===== src/include/dtc_defs.svh =====
// Purpose: Offsets, field positions, reset values and timing counts of the dual timer/counter
// Assumes: Registers sit at their printed offsets on a plain 8-bit address port
// Notes: Definitions only
`ifndef DTC_DEFS_SVH
`define DTC_DEFS_SVH

`define DTC_OFS_MODE_CTRL 8'h89
`define DTC_OFS_T0_LOW 8'h8A
`define DTC_OFS_T1_LOW 8'h8B
`define DTC_OFS_T0_HIGH 8'h8C
`define DTC_OFS_T1_HIGH 8'h8D
`define DTC_OFS_RUN_FLAGS 8'h88
`define DTC_OFS_RATE_SEL 8'h8E

`define DTC_BIT_T1_GATE 7
`define DTC_BIT_T1_CSEL 6
`define DTC_BIT_T1_M1 5
`define DTC_BIT_T1_M0 4
`define DTC_BIT_T0_GATE 3
`define DTC_BIT_T0_CSEL 2
`define DTC_BIT_T0_M1 1
`define DTC_BIT_T0_M0 0

`define DTC_BIT_T1_FLAG 7
`define DTC_BIT_T1_RUN 6
`define DTC_BIT_T0_FLAG 5
`define DTC_BIT_T0_RUN 4

`define DTC_BIT_T1_RATE 4
`define DTC_BIT_T0_RATE 3

`define DTC_RST_BYTE 8'h00

`define DTC_CLK_HZ 25000000
`define DTC_DIV_SLOW 12
`define DTC_DIV_FAST 4
`define DTC_PRE_W 4

`endif


===== src/include/dtc_pkg.sv =====
// Purpose: Types shared by the dual timer/counter
// Assumes: Constants come from dtc_defs.svh
// Notes: Mode encoding follows the two mode bits
package dtc_pkg;
   typedef enum logic [1:0] {
      DTC_MODE_13BIT = 2'b00,
      DTC_MODE_16BIT = 2'b01,
      DTC_MODE_RELOAD = 2'b10,
      DTC_MODE_SPLIT = 2'b11
   } dtc_mode_t;
   typedef logic [7:0] dtc_byte_t;
endpackage


===== src/rtl/dtc_tick_gen.sv =====
// Purpose: Internal count-rate tick for one timer
// Assumes: Divides clk_i by 12 or by 4
// Notes: Free-running; a rate change moves the wrap point at once, so the current period may be cut short or stretched
`include "dtc_defs.svh"
module dtc_tick_gen (
   // Clock and reset
   input wire logic clk_i,
   input wire logic arst_n_i,
   // Control
   input wire logic fast_i,
   // Tick
   output logic tick_o
);
   import dtc_pkg::*;
   logic [`DTC_PRE_W-1:0] cnt_q;
   logic [`DTC_PRE_W-1:0] last;

   assign last = fast_i ? `DTC_PRE_W'(`DTC_DIV_FAST - 1) : `DTC_PRE_W'(`DTC_DIV_SLOW - 1);

   always_ff @(posedge clk_i or negedge arst_n_i) begin
      if (!arst_n_i) begin
         cnt_q <= '0;
         tick_o <= 1'b0;
      end else begin
         if (cnt_q >= last) begin
            cnt_q <= '0;
            tick_o <= 1'b1;
         end else begin
            cnt_q <= cnt_q + `DTC_PRE_W'(1);
            tick_o <= 1'b0;
         end
      end
   end
endmodule // dtc_tick_gen


===== src/rtl/dtc_timer_pair.sv =====
// Purpose: Two 16-bit timer/counters with shared mode-control register
// Assumes: Register port with read data one cycle after the read strobe
// Notes: Count pins are sampled, so pin edges slower than 2 clocks are required
`include "dtc_defs.svh"
module dtc_timer_pair (
   // Clock and reset
   input wire logic clk_i,
   input wire logic arst_n_i,
   // Register port
   input wire logic [7:0] addr_i,
   input wire dtc_pkg::dtc_byte_t wdata_i,
   input wire logic wr_i,
   input wire logic rd_i,
   output dtc_pkg::dtc_byte_t rdata_o,
   // Interrupt service acknowledge
   input wire logic t0_vector_i,
   input wire logic t1_vector_i,
   // Pins
   input wire logic ext_irq0_pin_i,
   input wire logic ext_irq1_pin_i,
   input wire logic count_input_pin_0_i,
   input wire logic count_input_pin_1_i,
   // Status
   output logic timer0_overflow_flag_o,
   output logic timer1_overflow_flag_o
);
   import dtc_pkg::*;

   dtc_byte_t timer_mode_control_q;
   dtc_byte_t timer0_low_byte_q;
   dtc_byte_t timer1_low_byte_q;
   dtc_byte_t timer0_high_byte_q;
   dtc_byte_t timer1_high_byte_q;
   logic timer0_run_q;
   logic timer1_run_q;
   logic timer0_flag_q;
   logic timer1_flag_q;
   logic timer0_rate_select_q;
   logic timer1_rate_select_q;

   // Pin synchronisers: index 0 irq0, 1 irq1, 2 count0, 3 count1
   logic [3:0] pin_raw;
   logic [3:0] s1_q;
   logic [3:0] s2_q;
   logic [3:0] s3_q;
   logic [3:0] pin_q;
   logic [3:0] pin_prev_q;
   logic [3:0] pin_fall;

   assign pin_raw = {count_input_pin_1_i, count_input_pin_0_i, ext_irq1_pin_i, ext_irq0_pin_i};

   genvar gi;
   generate
      for (gi = 0; gi < 4; gi++) begin : g_sync
         always_ff @(posedge clk_i or negedge arst_n_i) begin
            if (!arst_n_i) begin
               s1_q[gi] <= 1'b0;
               s2_q[gi] <= 1'b0;
               s3_q[gi] <= 1'b0;
               pin_q[gi] <= 1'b0;
               pin_prev_q[gi] <= 1'b0;
            end else begin
               s1_q[gi] <= pin_raw[gi];
               s2_q[gi] <= s1_q[gi];
               s3_q[gi] <= s2_q[gi];
               // Filtered level changes only when the two late stages agree
               if (s2_q[gi] == s3_q[gi]) begin
                  pin_q[gi] <= s3_q[gi];
               end
               pin_prev_q[gi] <= pin_q[gi];
            end
         end
         assign pin_fall[gi] = pin_prev_q[gi] & ~pin_q[gi];
      end
   endgenerate

   // Internal rate ticks
   logic tick0;
   logic tick1;

   dtc_tick_gen u_tick0 (
      .clk_i(clk_i),
      .arst_n_i(arst_n_i),
      .fast_i(timer0_rate_select_q),
      .tick_o(tick0)
   );

   dtc_tick_gen u_tick1 (
      .clk_i(clk_i),
      .arst_n_i(arst_n_i),
      .fast_i(timer1_rate_select_q),
      .tick_o(tick1)
   );

   // Mode-control fields
   dtc_mode_t mode0;
   dtc_mode_t mode1;
   logic gate0;
   logic gate1;
   logic csel0;
   logic csel1;

   assign mode1 = dtc_mode_t'(timer_mode_control_q[`DTC_BIT_T1_M1:`DTC_BIT_T1_M0]);
   assign mode0 = dtc_mode_t'(timer_mode_control_q[`DTC_BIT_T0_M1:`DTC_BIT_T0_M0]);
   assign gate1 = timer_mode_control_q[`DTC_BIT_T1_GATE];
   assign gate0 = timer_mode_control_q[`DTC_BIT_T0_GATE];
   assign csel1 = timer_mode_control_q[`DTC_BIT_T1_CSEL];
   assign csel0 = timer_mode_control_q[`DTC_BIT_T0_CSEL];

   // Enables and count events
   logic en0;
   logic en1;
   logic ev0;
   logic ev1;
   logic ev0_high;

   assign en0 = timer0_run_q & (~gate0 | pin_q[0]);
   assign en1 = timer1_run_q & (~gate1 | pin_q[1]);
   assign ev0 = en0 & (csel0 ? pin_fall[2] : tick0);
   assign ev1 = en1 & (csel1 ? pin_fall[3] : tick1) & (mode1 != DTC_MODE_SPLIT);
   // Split high byte borrows timer 1 run bit but always counts the internal rate
   assign ev0_high = timer1_run_q & tick0;

   // Next counts and overflows, one shared function called once per timer
   typedef struct packed {
      logic [7:0] low;
      logic [7:0] high;
      logic ovf;
      logic ovf_high;
   } dtc_step_t;

   function automatic dtc_step_t dtc_step(input dtc_mode_t mode, input dtc_byte_t lo,
                                          input dtc_byte_t hi, input logic ev, input logic ev_hi);
      dtc_step_t r;
      logic [5:0] lo5;
      logic [8:0] sum;
      r.low = lo;
      r.high = hi;
      r.ovf = 1'b0;
      r.ovf_high = 1'b0;
      lo5 = 6'h00;
      sum = 9'h000;
      case (mode)
         DTC_MODE_13BIT: begin
            if (ev) begin
               lo5 = {1'b0, lo[4:0]} + 6'h01;
               r.low = {lo[7:5], lo5[4:0]};
               if (lo5[5]) begin
                  sum = {1'b0, hi} + 9'h001;
                  r.high = sum[7:0];
                  r.ovf = sum[8];
               end
            end
         end
         DTC_MODE_16BIT: begin
            if (ev) begin
               {r.ovf, r.high, r.low} = {1'b0, hi, lo} + 17'h00001;
            end
         end
         DTC_MODE_RELOAD: begin
            if (ev) begin
               sum = {1'b0, lo} + 9'h001;
               r.low = sum[8] ? hi : sum[7:0];
               r.ovf = sum[8];
            end
         end
         DTC_MODE_SPLIT: begin
            if (ev) begin
               sum = {1'b0, lo} + 9'h001;
               r.low = sum[7:0];
               r.ovf = sum[8];
            end
            if (ev_hi) begin
               sum = {1'b0, hi} + 9'h001;
               r.high = sum[7:0];
               r.ovf_high = sum[8];
            end
         end
         default: begin
            r.low = lo;
         end
      endcase
      return r;
   endfunction

   dtc_step_t nx0;
   dtc_step_t nx1;
   logic set0;
   logic set1;

   assign nx0 = dtc_step(mode0, timer0_low_byte_q, timer0_high_byte_q, ev0,
                         ev0_high & (mode0 == DTC_MODE_SPLIT));
   assign nx1 = dtc_step(mode1, timer1_low_byte_q, timer1_high_byte_q, ev1, 1'b0);
   assign set0 = nx0.ovf;
   // In split mode timer 1 counts on without a flag unless its own mode is split too; the timer 0 high byte owns the timer 1 flag
   assign set1 = (mode0 == DTC_MODE_SPLIT) ? nx0.ovf_high : nx1.ovf;

   // Register writes
   logic wr_mode;
   logic wr_t0l;
   logic wr_t1l;
   logic wr_t0h;
   logic wr_t1h;
   logic wr_ctl;
   logic wr_rate;

   assign wr_mode = wr_i && (addr_i == `DTC_OFS_MODE_CTRL);
   assign wr_t0l = wr_i && (addr_i == `DTC_OFS_T0_LOW);
   assign wr_t1l = wr_i && (addr_i == `DTC_OFS_T1_LOW);
   assign wr_t0h = wr_i && (addr_i == `DTC_OFS_T0_HIGH);
   assign wr_t1h = wr_i && (addr_i == `DTC_OFS_T1_HIGH);
   assign wr_ctl = wr_i && (addr_i == `DTC_OFS_RUN_FLAGS);
   assign wr_rate = wr_i && (addr_i == `DTC_OFS_RATE_SEL);

   always_ff @(posedge clk_i or negedge arst_n_i) begin
      if (!arst_n_i) begin
         timer_mode_control_q <= `DTC_RST_BYTE;
      end else if (wr_mode) begin
         timer_mode_control_q <= wdata_i;
      end
   end

   always_ff @(posedge clk_i or negedge arst_n_i) begin
      if (!arst_n_i) begin
         timer0_run_q <= 1'b0;
         timer1_run_q <= 1'b0;
      end else if (wr_ctl) begin
         timer0_run_q <= wdata_i[`DTC_BIT_T0_RUN];
         timer1_run_q <= wdata_i[`DTC_BIT_T1_RUN];
      end
   end

   // A rate change takes hold at once, so the tick in flight may come early or late
   always_ff @(posedge clk_i or negedge arst_n_i) begin
      if (!arst_n_i) begin
         timer0_rate_select_q <= 1'b0;
         timer1_rate_select_q <= 1'b0;
      end else if (wr_rate) begin
         timer0_rate_select_q <= wdata_i[`DTC_BIT_T0_RATE];
         timer1_rate_select_q <= wdata_i[`DTC_BIT_T1_RATE];
      end
   end

   // Software writes to a count byte win over the count in the same cycle
   always_ff @(posedge clk_i or negedge arst_n_i) begin
      if (!arst_n_i) begin
         timer0_low_byte_q <= `DTC_RST_BYTE;
      end else begin
         timer0_low_byte_q <= wr_t0l ? wdata_i : nx0.low;
      end
   end

   always_ff @(posedge clk_i or negedge arst_n_i) begin
      if (!arst_n_i) begin
         timer0_high_byte_q <= `DTC_RST_BYTE;
      end else begin
         timer0_high_byte_q <= wr_t0h ? wdata_i : nx0.high;
      end
   end

   always_ff @(posedge clk_i or negedge arst_n_i) begin
      if (!arst_n_i) begin
         timer1_low_byte_q <= `DTC_RST_BYTE;
      end else begin
         timer1_low_byte_q <= wr_t1l ? wdata_i : nx1.low;
      end
   end

   always_ff @(posedge clk_i or negedge arst_n_i) begin
      if (!arst_n_i) begin
         timer1_high_byte_q <= `DTC_RST_BYTE;
      end else begin
         timer1_high_byte_q <= wr_t1h ? wdata_i : nx1.high;
      end
   end

   // Flags: hardware set beats any clear in the same cycle
   always_ff @(posedge clk_i or negedge arst_n_i) begin
      if (!arst_n_i) begin
         timer0_flag_q <= 1'b0;
      end else if (set0) begin
         timer0_flag_q <= 1'b1;
      end else if (wr_ctl) begin
         timer0_flag_q <= wdata_i[`DTC_BIT_T0_FLAG];
      end else if (t0_vector_i) begin
         timer0_flag_q <= 1'b0;
      end
   end

   always_ff @(posedge clk_i or negedge arst_n_i) begin
      if (!arst_n_i) begin
         timer1_flag_q <= 1'b0;
      end else if (set1) begin
         timer1_flag_q <= 1'b1;
      end else if (wr_ctl) begin
         timer1_flag_q <= wdata_i[`DTC_BIT_T1_FLAG];
      end else if (t1_vector_i) begin
         timer1_flag_q <= 1'b0;
      end
   end

   assign timer0_overflow_flag_o = timer0_flag_q;
   assign timer1_overflow_flag_o = timer1_flag_q;

   // Read port
   always_ff @(posedge clk_i or negedge arst_n_i) begin
      if (!arst_n_i) begin
         rdata_o <= `DTC_RST_BYTE;
      end else if (rd_i) begin
         case (addr_i)
            `DTC_OFS_MODE_CTRL: rdata_o <= timer_mode_control_q;
            `DTC_OFS_T0_LOW: rdata_o <= timer0_low_byte_q;
            `DTC_OFS_T1_LOW: rdata_o <= timer1_low_byte_q;
            `DTC_OFS_T0_HIGH: rdata_o <= timer0_high_byte_q;
            `DTC_OFS_T1_HIGH: rdata_o <= timer1_high_byte_q;
            `DTC_OFS_RUN_FLAGS: rdata_o <= {timer1_flag_q, timer1_run_q, timer0_flag_q, timer0_run_q, 4'h0};
            `DTC_OFS_RATE_SEL: rdata_o <= {3'h0, timer1_rate_select_q, timer0_rate_select_q, 3'h0};
            default: rdata_o <= 8'h00;
         endcase
      end else begin
         rdata_o <= 8'h00;
      end
   end
endmodule // dtc_timer_pair


===== config.mk =====
export PLATFORM = sky130hd
export DESIGN_NAME = dtc_timer_pair
export DESIGN_NICKNAME = d
export VERILOG_FILES = /design/src/include/dtc_pkg.sv /design/src/rtl/dtc_tick_gen.sv /design/src/rtl/dtc_timer_pair.sv
export VERILOG_INCLUDE_DIRS = /design/src /design/src/include
export SDC_FILE = /design/constraint.sdc
export NUM_CORES = 1
export LEC_CHECK = 0
export BUFFER_PORTS_ARGS = -buffer_cell sky130_fd_sc_hd__buf_4
export CAP_MARGIN = 30
export CORE_ASPECT_RATIO = 0.5
export CORE_MARGIN = 2
export CORE_UTILIZATION = 55
export DETAILED_ROUTE_END_ITERATION = 8
export HOLD_SLACK_MARGIN = 0.06
export MAX_ROUTING_LAYER = met4
export PLACE_DENSITY = 0.82
export SLEW_MARGIN = 20
export SYNTH_ARGS = -nofsm -noshare
export SYNTH_HDL_FRONTEND = slang
export SYNTH_HIERARCHICAL = 1
export SYNTH_SLANG_ARGS = --single-unit

===== constraint.sdc =====
create_clock -name clk_i -period 1.78 [get_ports clk_i]
set_clock_uncertainty 0.05 [all_clocks]
set_input_delay 0.356 -clock clk_i [delete_from_list [all_inputs] [get_ports clk_i]]
set_output_delay 0.356 -clock clk_i [all_outputs]
set_load 0.1 [all_outputs]

After elaboration in Yosys (flattened, before gate mapping)
Cells that the tools add are included.

storage, ports and cells
  flip-flop bits (word level) = 82
  input port bits = 26
  output and inout bits = 10
  word-level logic and storage cells = 162

cells by class
  add/subtract/negate cells = 10
  magnitude comparators = 2
  equal/unequal tests = 35
  multiplexer cells = 43
  bitwise logic cells = 15
  reductions and logical operators = 21

operator list
  cell                                                             count
  8-bit two-way mux                                                12
  8-bit one-hot mux with 4 select lines                            2
  8-bit == test, second input constant                             7
  8-bit one-hot mux with 7 select lines                            1
  3-bit != test, second input constant                             15
  8-bit by 1-bit adder with 9-bit output, second input constant    4
  16-bit by 1-bit adder with 17-bit output, second input constant  2
  17-bit two-way mux                                               2
  14-bit two-way mux                                               2
  8-bit one-hot mux with 3 select lines                            1
  4-bit AND reduction                                              5
  9-bit two-way mux                                                2
  4-bit two-way mux                                                4
  8-bit one-hot mux with 2 select lines                            1
  1-bit two-way mux                                                14
  5-bit by 1-bit adder with 6-bit output, second input constant    2
  1-bit bitwise AND                                                9
  3-bit nonzero test                                               3
  4-bit by 1-bit adder with 4-bit output, second input constant    2
  2-bit == test, second input constant                             4
  4-bit >= comparator                                              2
  1-bit logical AND                                                7
  2-bit != test, second input constant                             3
  1-bit one-hot mux with 3 select lines                            2
  8 further kinds                                                  18

Depth between registers and ports, before layout
  word-level depth = 9
  mapped depth = 8

By module
Netlist, hierarchy kept.

modules (own cells, without submodules)
  module          times used  cells an instance  area each (µm²)  seq. area each (µm²)
  dtc_timer_pair  1           457                4271.6           1801.7
  dtc_tick_gen    2           17                 232.7            125.1

Worst setup path before layout
No wires, ideal clock.

  path type = register to register
  start = reg timer0_low_byte_q[0]
  end = reg timer0_high_byte_q[2]
  arrival time = 1751 ps
  slack = -148 ps
  stages on the path, launching flop included = 8
  buffers on the path = 0
  cells stage by stage = dfrtp_1 -> ha_1 -> nand4_1 -> nor2_1 -> a221oi_1 -> nor2_1 -> a211oi_1 -> nor3_1

between the ends
  word-level cells in the longest chain between the ends = 4
  elaborated cells between the ends (all ways) = 7
  classes of those cells = add/sub: 2; eq/ne: 1; mux: 3; reduce/logical: 1

ends and longest elaborated chain
  what                                      RTL line               text
  from (decl)                               dtc_timer_pair.sv:30   dtc_byte_t timer0_low_byte_q;
  from (signal assigned)                    dtc_timer_pair.sv:247  timer0_low_byte_q <= `DTC_RST_BYTE;
  from (signal assigned)                    dtc_timer_pair.sv:249  timer0_low_byte_q <= wr_t0l ? wdata_i : nx0.low;
  16-bit by 1-bit adder with 17-bit output  dtc_timer_pair.sv:157  {r.ovf, r.high, r.low} = {1'b0, hi, lo} + 17'h00001;
  17-bit two-way mux                        dtc_timer_pair.sv:156  if (ev) begin
  8-bit one-hot mux with 3 select lines     dtc_timer_pair.sv:143  case (mode)
  8-bit two-way mux                         dtc_timer_pair.sv:257  timer0_high_byte_q <= wr_t0h ? wdata_i : nx0.high;
  to (signal assigned)                      dtc_timer_pair.sv:255  timer0_high_byte_q <= `DTC_RST_BYTE;
  to (signal assigned)                      dtc_timer_pair.sv:257
  to (decl)                                 dtc_timer_pair.sv:32   dtc_byte_t timer0_high_byte_q;

Several ways; a longest one is shown, not always the timed one. The select of a mux whose other input is x is not followed.
A chain may end at the register's enable or synchronous reset.

Worst setup path in the final report
  start = reg timer_mode_control_q[2]
  end = reg timer0_high_byte_q[7]

between the ends
  word-level cells in the longest chain between the ends = 4
  elaborated cells between the ends (all ways) = 5
  classes of those cells = eq/ne: 2; mux: 1; bitwise: 1; reduce/logical: 1

ends and longest elaborated chain
  what                               RTL line               text
  from (decl)                        dtc_timer_pair.sv:29   dtc_byte_t timer_mode_control_q;
  from (signal assigned)             dtc_timer_pair.sv:217  timer_mode_control_q <= `DTC_RST_BYTE;
  from (signal assigned)             dtc_timer_pair.sv:219  timer_mode_control_q <= wdata_i;
  1-bit two-way mux (*)              dtc_timer_pair.sv:119  assign ev0 = en0 & (csel0 ? pin_fall[2] : tick0);
  1-bit bitwise AND (*)              dtc_timer_pair.sv:119
  3-bit != test (no line)            -
  5-bit AND reduction (no line) (*)  -

Mark *: on every way between the ends. The rest lies on a longest branch, timed or not.

==> results.cfg <==
[critical_path]
r2r-end = timer0_high_byte_q[7]$_DFFE_PN0P_
crit_chain = nand2b_4 > a211o_4 > o31a_1 > o32ai_1 > a21oi_1
cp_slowest_cell = dfrtp_1
reg2reg_depth = 5
worst_path_largest_cell_delay_ns = 0.42
worst_ep_required_time_ns = 1.95
path_delay_family = compound AO/OA/AOI/OAI gates
timing.rr.start = timer_mode_control_q[2]$_DFFE_PN0P_
reg2reg_slack_ns = -0.17
crit_buf_inv = 0
setup.worst_path.class = reg -> reg
critPathCaptureType = register
cp-start-kind = register
worstPathArrival_ns = 2.13
cp_max_fo = 7

[detailed_routing]
drc_errors = 0
vias = 4922
dr.first_iter.drc_count = 654
via_per_inst = 6.52
ant_nets = 0
wl_per_cell_um = 21.4
first_pass_iters = 6
wl_um = 16200

[timing]
fin_ws_ns = -0.174
final_max_slew_viol_count = 0
hold_violations = 0
maxSlewHeadroom_pct = 67.9
fin_tns_setup_ns = -2.62
timing.fmax_mhz = 512
hold_ws_ns = 0.0653
post-route-min-period_ns = 1.95
setup_viol_count_final = 26
min_period_over_period_pct = 110
tightest_slew_ns = 0.477
rsz0062_at_grt = yes

[synth]
ys_async_sr_fraction_pct = 100
synth_seq_area_share_pct = 43.3
avgSynthCellArea_um2 = 9.65
synth_fp_nets = 525
synth_warnings = 6
syn_area_mm2 = 0.00474
synth.top_cell.area_share_pct = 43.3
synth-seq-cells = 82
syn_inst = 491
synth-main-ff-cell = dfrtp_1
synth_top_cells_by_area = dfrtp_1 43%, mux2_2 4.0%, a21oi_1 4.0%
yosysTopAreaCell = dfrtp_1
synth-edff-count = 0
synth.distinct_cells = 72

[cells_and_area]
final_area_mm2 = 0.00661
antenna_cells = 0
layout_commonest_cell = buf_4
instances_no_fill = 755
drive_gt1_share_pct = 40.6
final_cell_mix = 139 x buf_4, 78 x dfrtp_1, 42 x nand2_1
nets = 672
syn_to_final_growth_pct = 39.6

[clock_network]
cts_max_path_buffers = 2
path_clk_slew_ns = 0.06
cts_tree = yes
cts-htree-levels = 3
clock-sinks = 82
numCtsBuffers = 9
root_buffer = clkbuf_16
clock_latency_ns = 0.35

[grt]
grt_pass1_vias = 4700
grt_pass1_wl_um = 24700
antenna_found_initial = 0
grt_max_degree = 34
grt_overflow = 0
track_usage_pct = 35.3

[placement]
post-dp-hpwl_um = 10800
dpl_cell_area_mm2 = 0.00589
place.gp.congestion = 1.05
port_buffers = 35
dp.cells = 721

[floorplanning]
die_h_um = 69.6
num_io_pins = 36
core_area_mm2 = 0.00817
dieArea_mm2 = 0.00942
initial_core_util_pct = 58.0
num_rows = 23
chipWidth_um = 135

[power_and_ir_drop]
peakVddDrop_mv = 0.750
p_total_w = 0.00631
leakagePower_nw = 2.86
power_density_mw_per_mm2 = 954

[min_path]
hold_path_end = s1_q[1]$_DFF_PN0_
min-delay-start = ext_irq1_pin_i
hold_path.class = in -> reg
hold_path_depth = 1

[status]
violations = setup timing
status = finished with violations

[run]
cap_violations = 0
==> cell usage after synthesis, drive strengths merged (5+ instances only) <==
cell / number
nor3b: 8
nor2b: 9
dfrtp: 82
a211oi: 7
a31oi: 7
and3: 16
mux2i: 7
mux2: 17
nand2: 47
nand4: 10
ha: 8
nor2: 35
clkbuf: 18
nor3: 17
a222oi: 6
nand3: 29
o21ai: 23
xor2: 7
a22oi: 5
xnor2: 9
a21oi: 38
inv: 6
nand2b: 5
==> sequential cells by signal, indices dropped and copies added, names as in the netlist, 8 cells and up <==
name,count
timer1_low_byte_q,8
timer0_low_byte_q,8
timer_mode_control_q,8
timer1_high_byte_q,8
timer0_high_byte_q,8
rdata_o,8
==> layout make-up <==
class                      instances  area (um^2)
multi-input combinational        382         2840
sequential                        82         2060
fill                             458         1560
timing repair buffer             157         1250
clock buffer                      11          243
tap                              112          140
clock inverter                     5         62.6
inverter                           6         22.5
==> cell families after synthesis <==
group	after synthesis	share of synthesized area, %
AOI/OAI and AO/OA	128	19.1
xor gates and xnor gates	16	2.96
adders and majority gates	12	2.96
buffers and inverters	27	2.27
DFF	82	43.3
muxes	24	5.52
and+or+nand+nor	202	23.9
==> worst register-to-register path, cell delays in order (launching register included) <==
cell and delay, ns:
dfrtp_1 0.42, nand2b_4 0.18, a211o_4 0.37, o31a_1 0.35, o32ai_1 0.36, a21oi_1 0.11
==> where the power goes <==
group	internal (W)	switching (W)	total, W
Combinational	0.000979	0.000950	0.00193
Clock	0.00113	0.000786	0.00192
Sequential	0.00215	0.000315	0.00246
Total	0.00426	0.00205	0.00631
==> stage by stage <==
| step | setup WS, ns | utilization [%] |
|---|---|---|
| 4_1_cts | -0.149 | 77.5 |
| 2_1_floorplan | -0.0504 | - |
| 3_3_place_gp | -0.127 | 72.1 |
| 6_report | -0.174 | 80.9 |
| 3_5_place_dp | -0.192 | 72.1 |
| 5_1_grt | -0.250 | 80.9 |
==> worst max path at each step <==
stage,startpoint,end,slack (ns),depth (start not counted)
final,timer_mode_control_q[2]$_DFFE_PN0P_,timer0_high_byte_q[7]$_DFFE_PN0P_,-0.17,5
after global routing,pin_q[2]$_DFFE_PN0N_,timer0_high_byte_q[5]$_DFFE_PN0P_,-0.25,8
after CTS,pin_q[2]$_DFFE_PN0N_,timer0_high_byte_q[7]$_DFFE_PN0P_,-0.15,7
after detailed placement,timer_mode_control_q[3]$_DFFE_PN0P_,timer0_low_byte_q[6]$_DFFE_PN0P_,-0.19,6
after global placement,timer0_low_byte_q[0]$_DFFE_PN0P_,timer0_low_byte_q[6]$_DFFE_PN0P_,-0.13,8
after floorplan,timer_mode_control_q[2]$_DFFE_PN0P_,timer0_high_byte_q[5]$_DFFE_PN0P_,-0.05,6
==> routing by layer <==
layer	routed length (um)	GRT usage, %
met1	6450	46.3
met2	7350	53.0
met3	1670	9.58
met4	692	13.0
met5	0	-
==> what timing repair did <==
item                       CTS  global route
buffers inserted             4            10
hold endpoints to repair    19             3
gates resized for setup     23            50
hold buffers                 1             3
setup endpoints to repair   24            32
pin swaps                   13            23
Power figures use the tool's default switching activity.
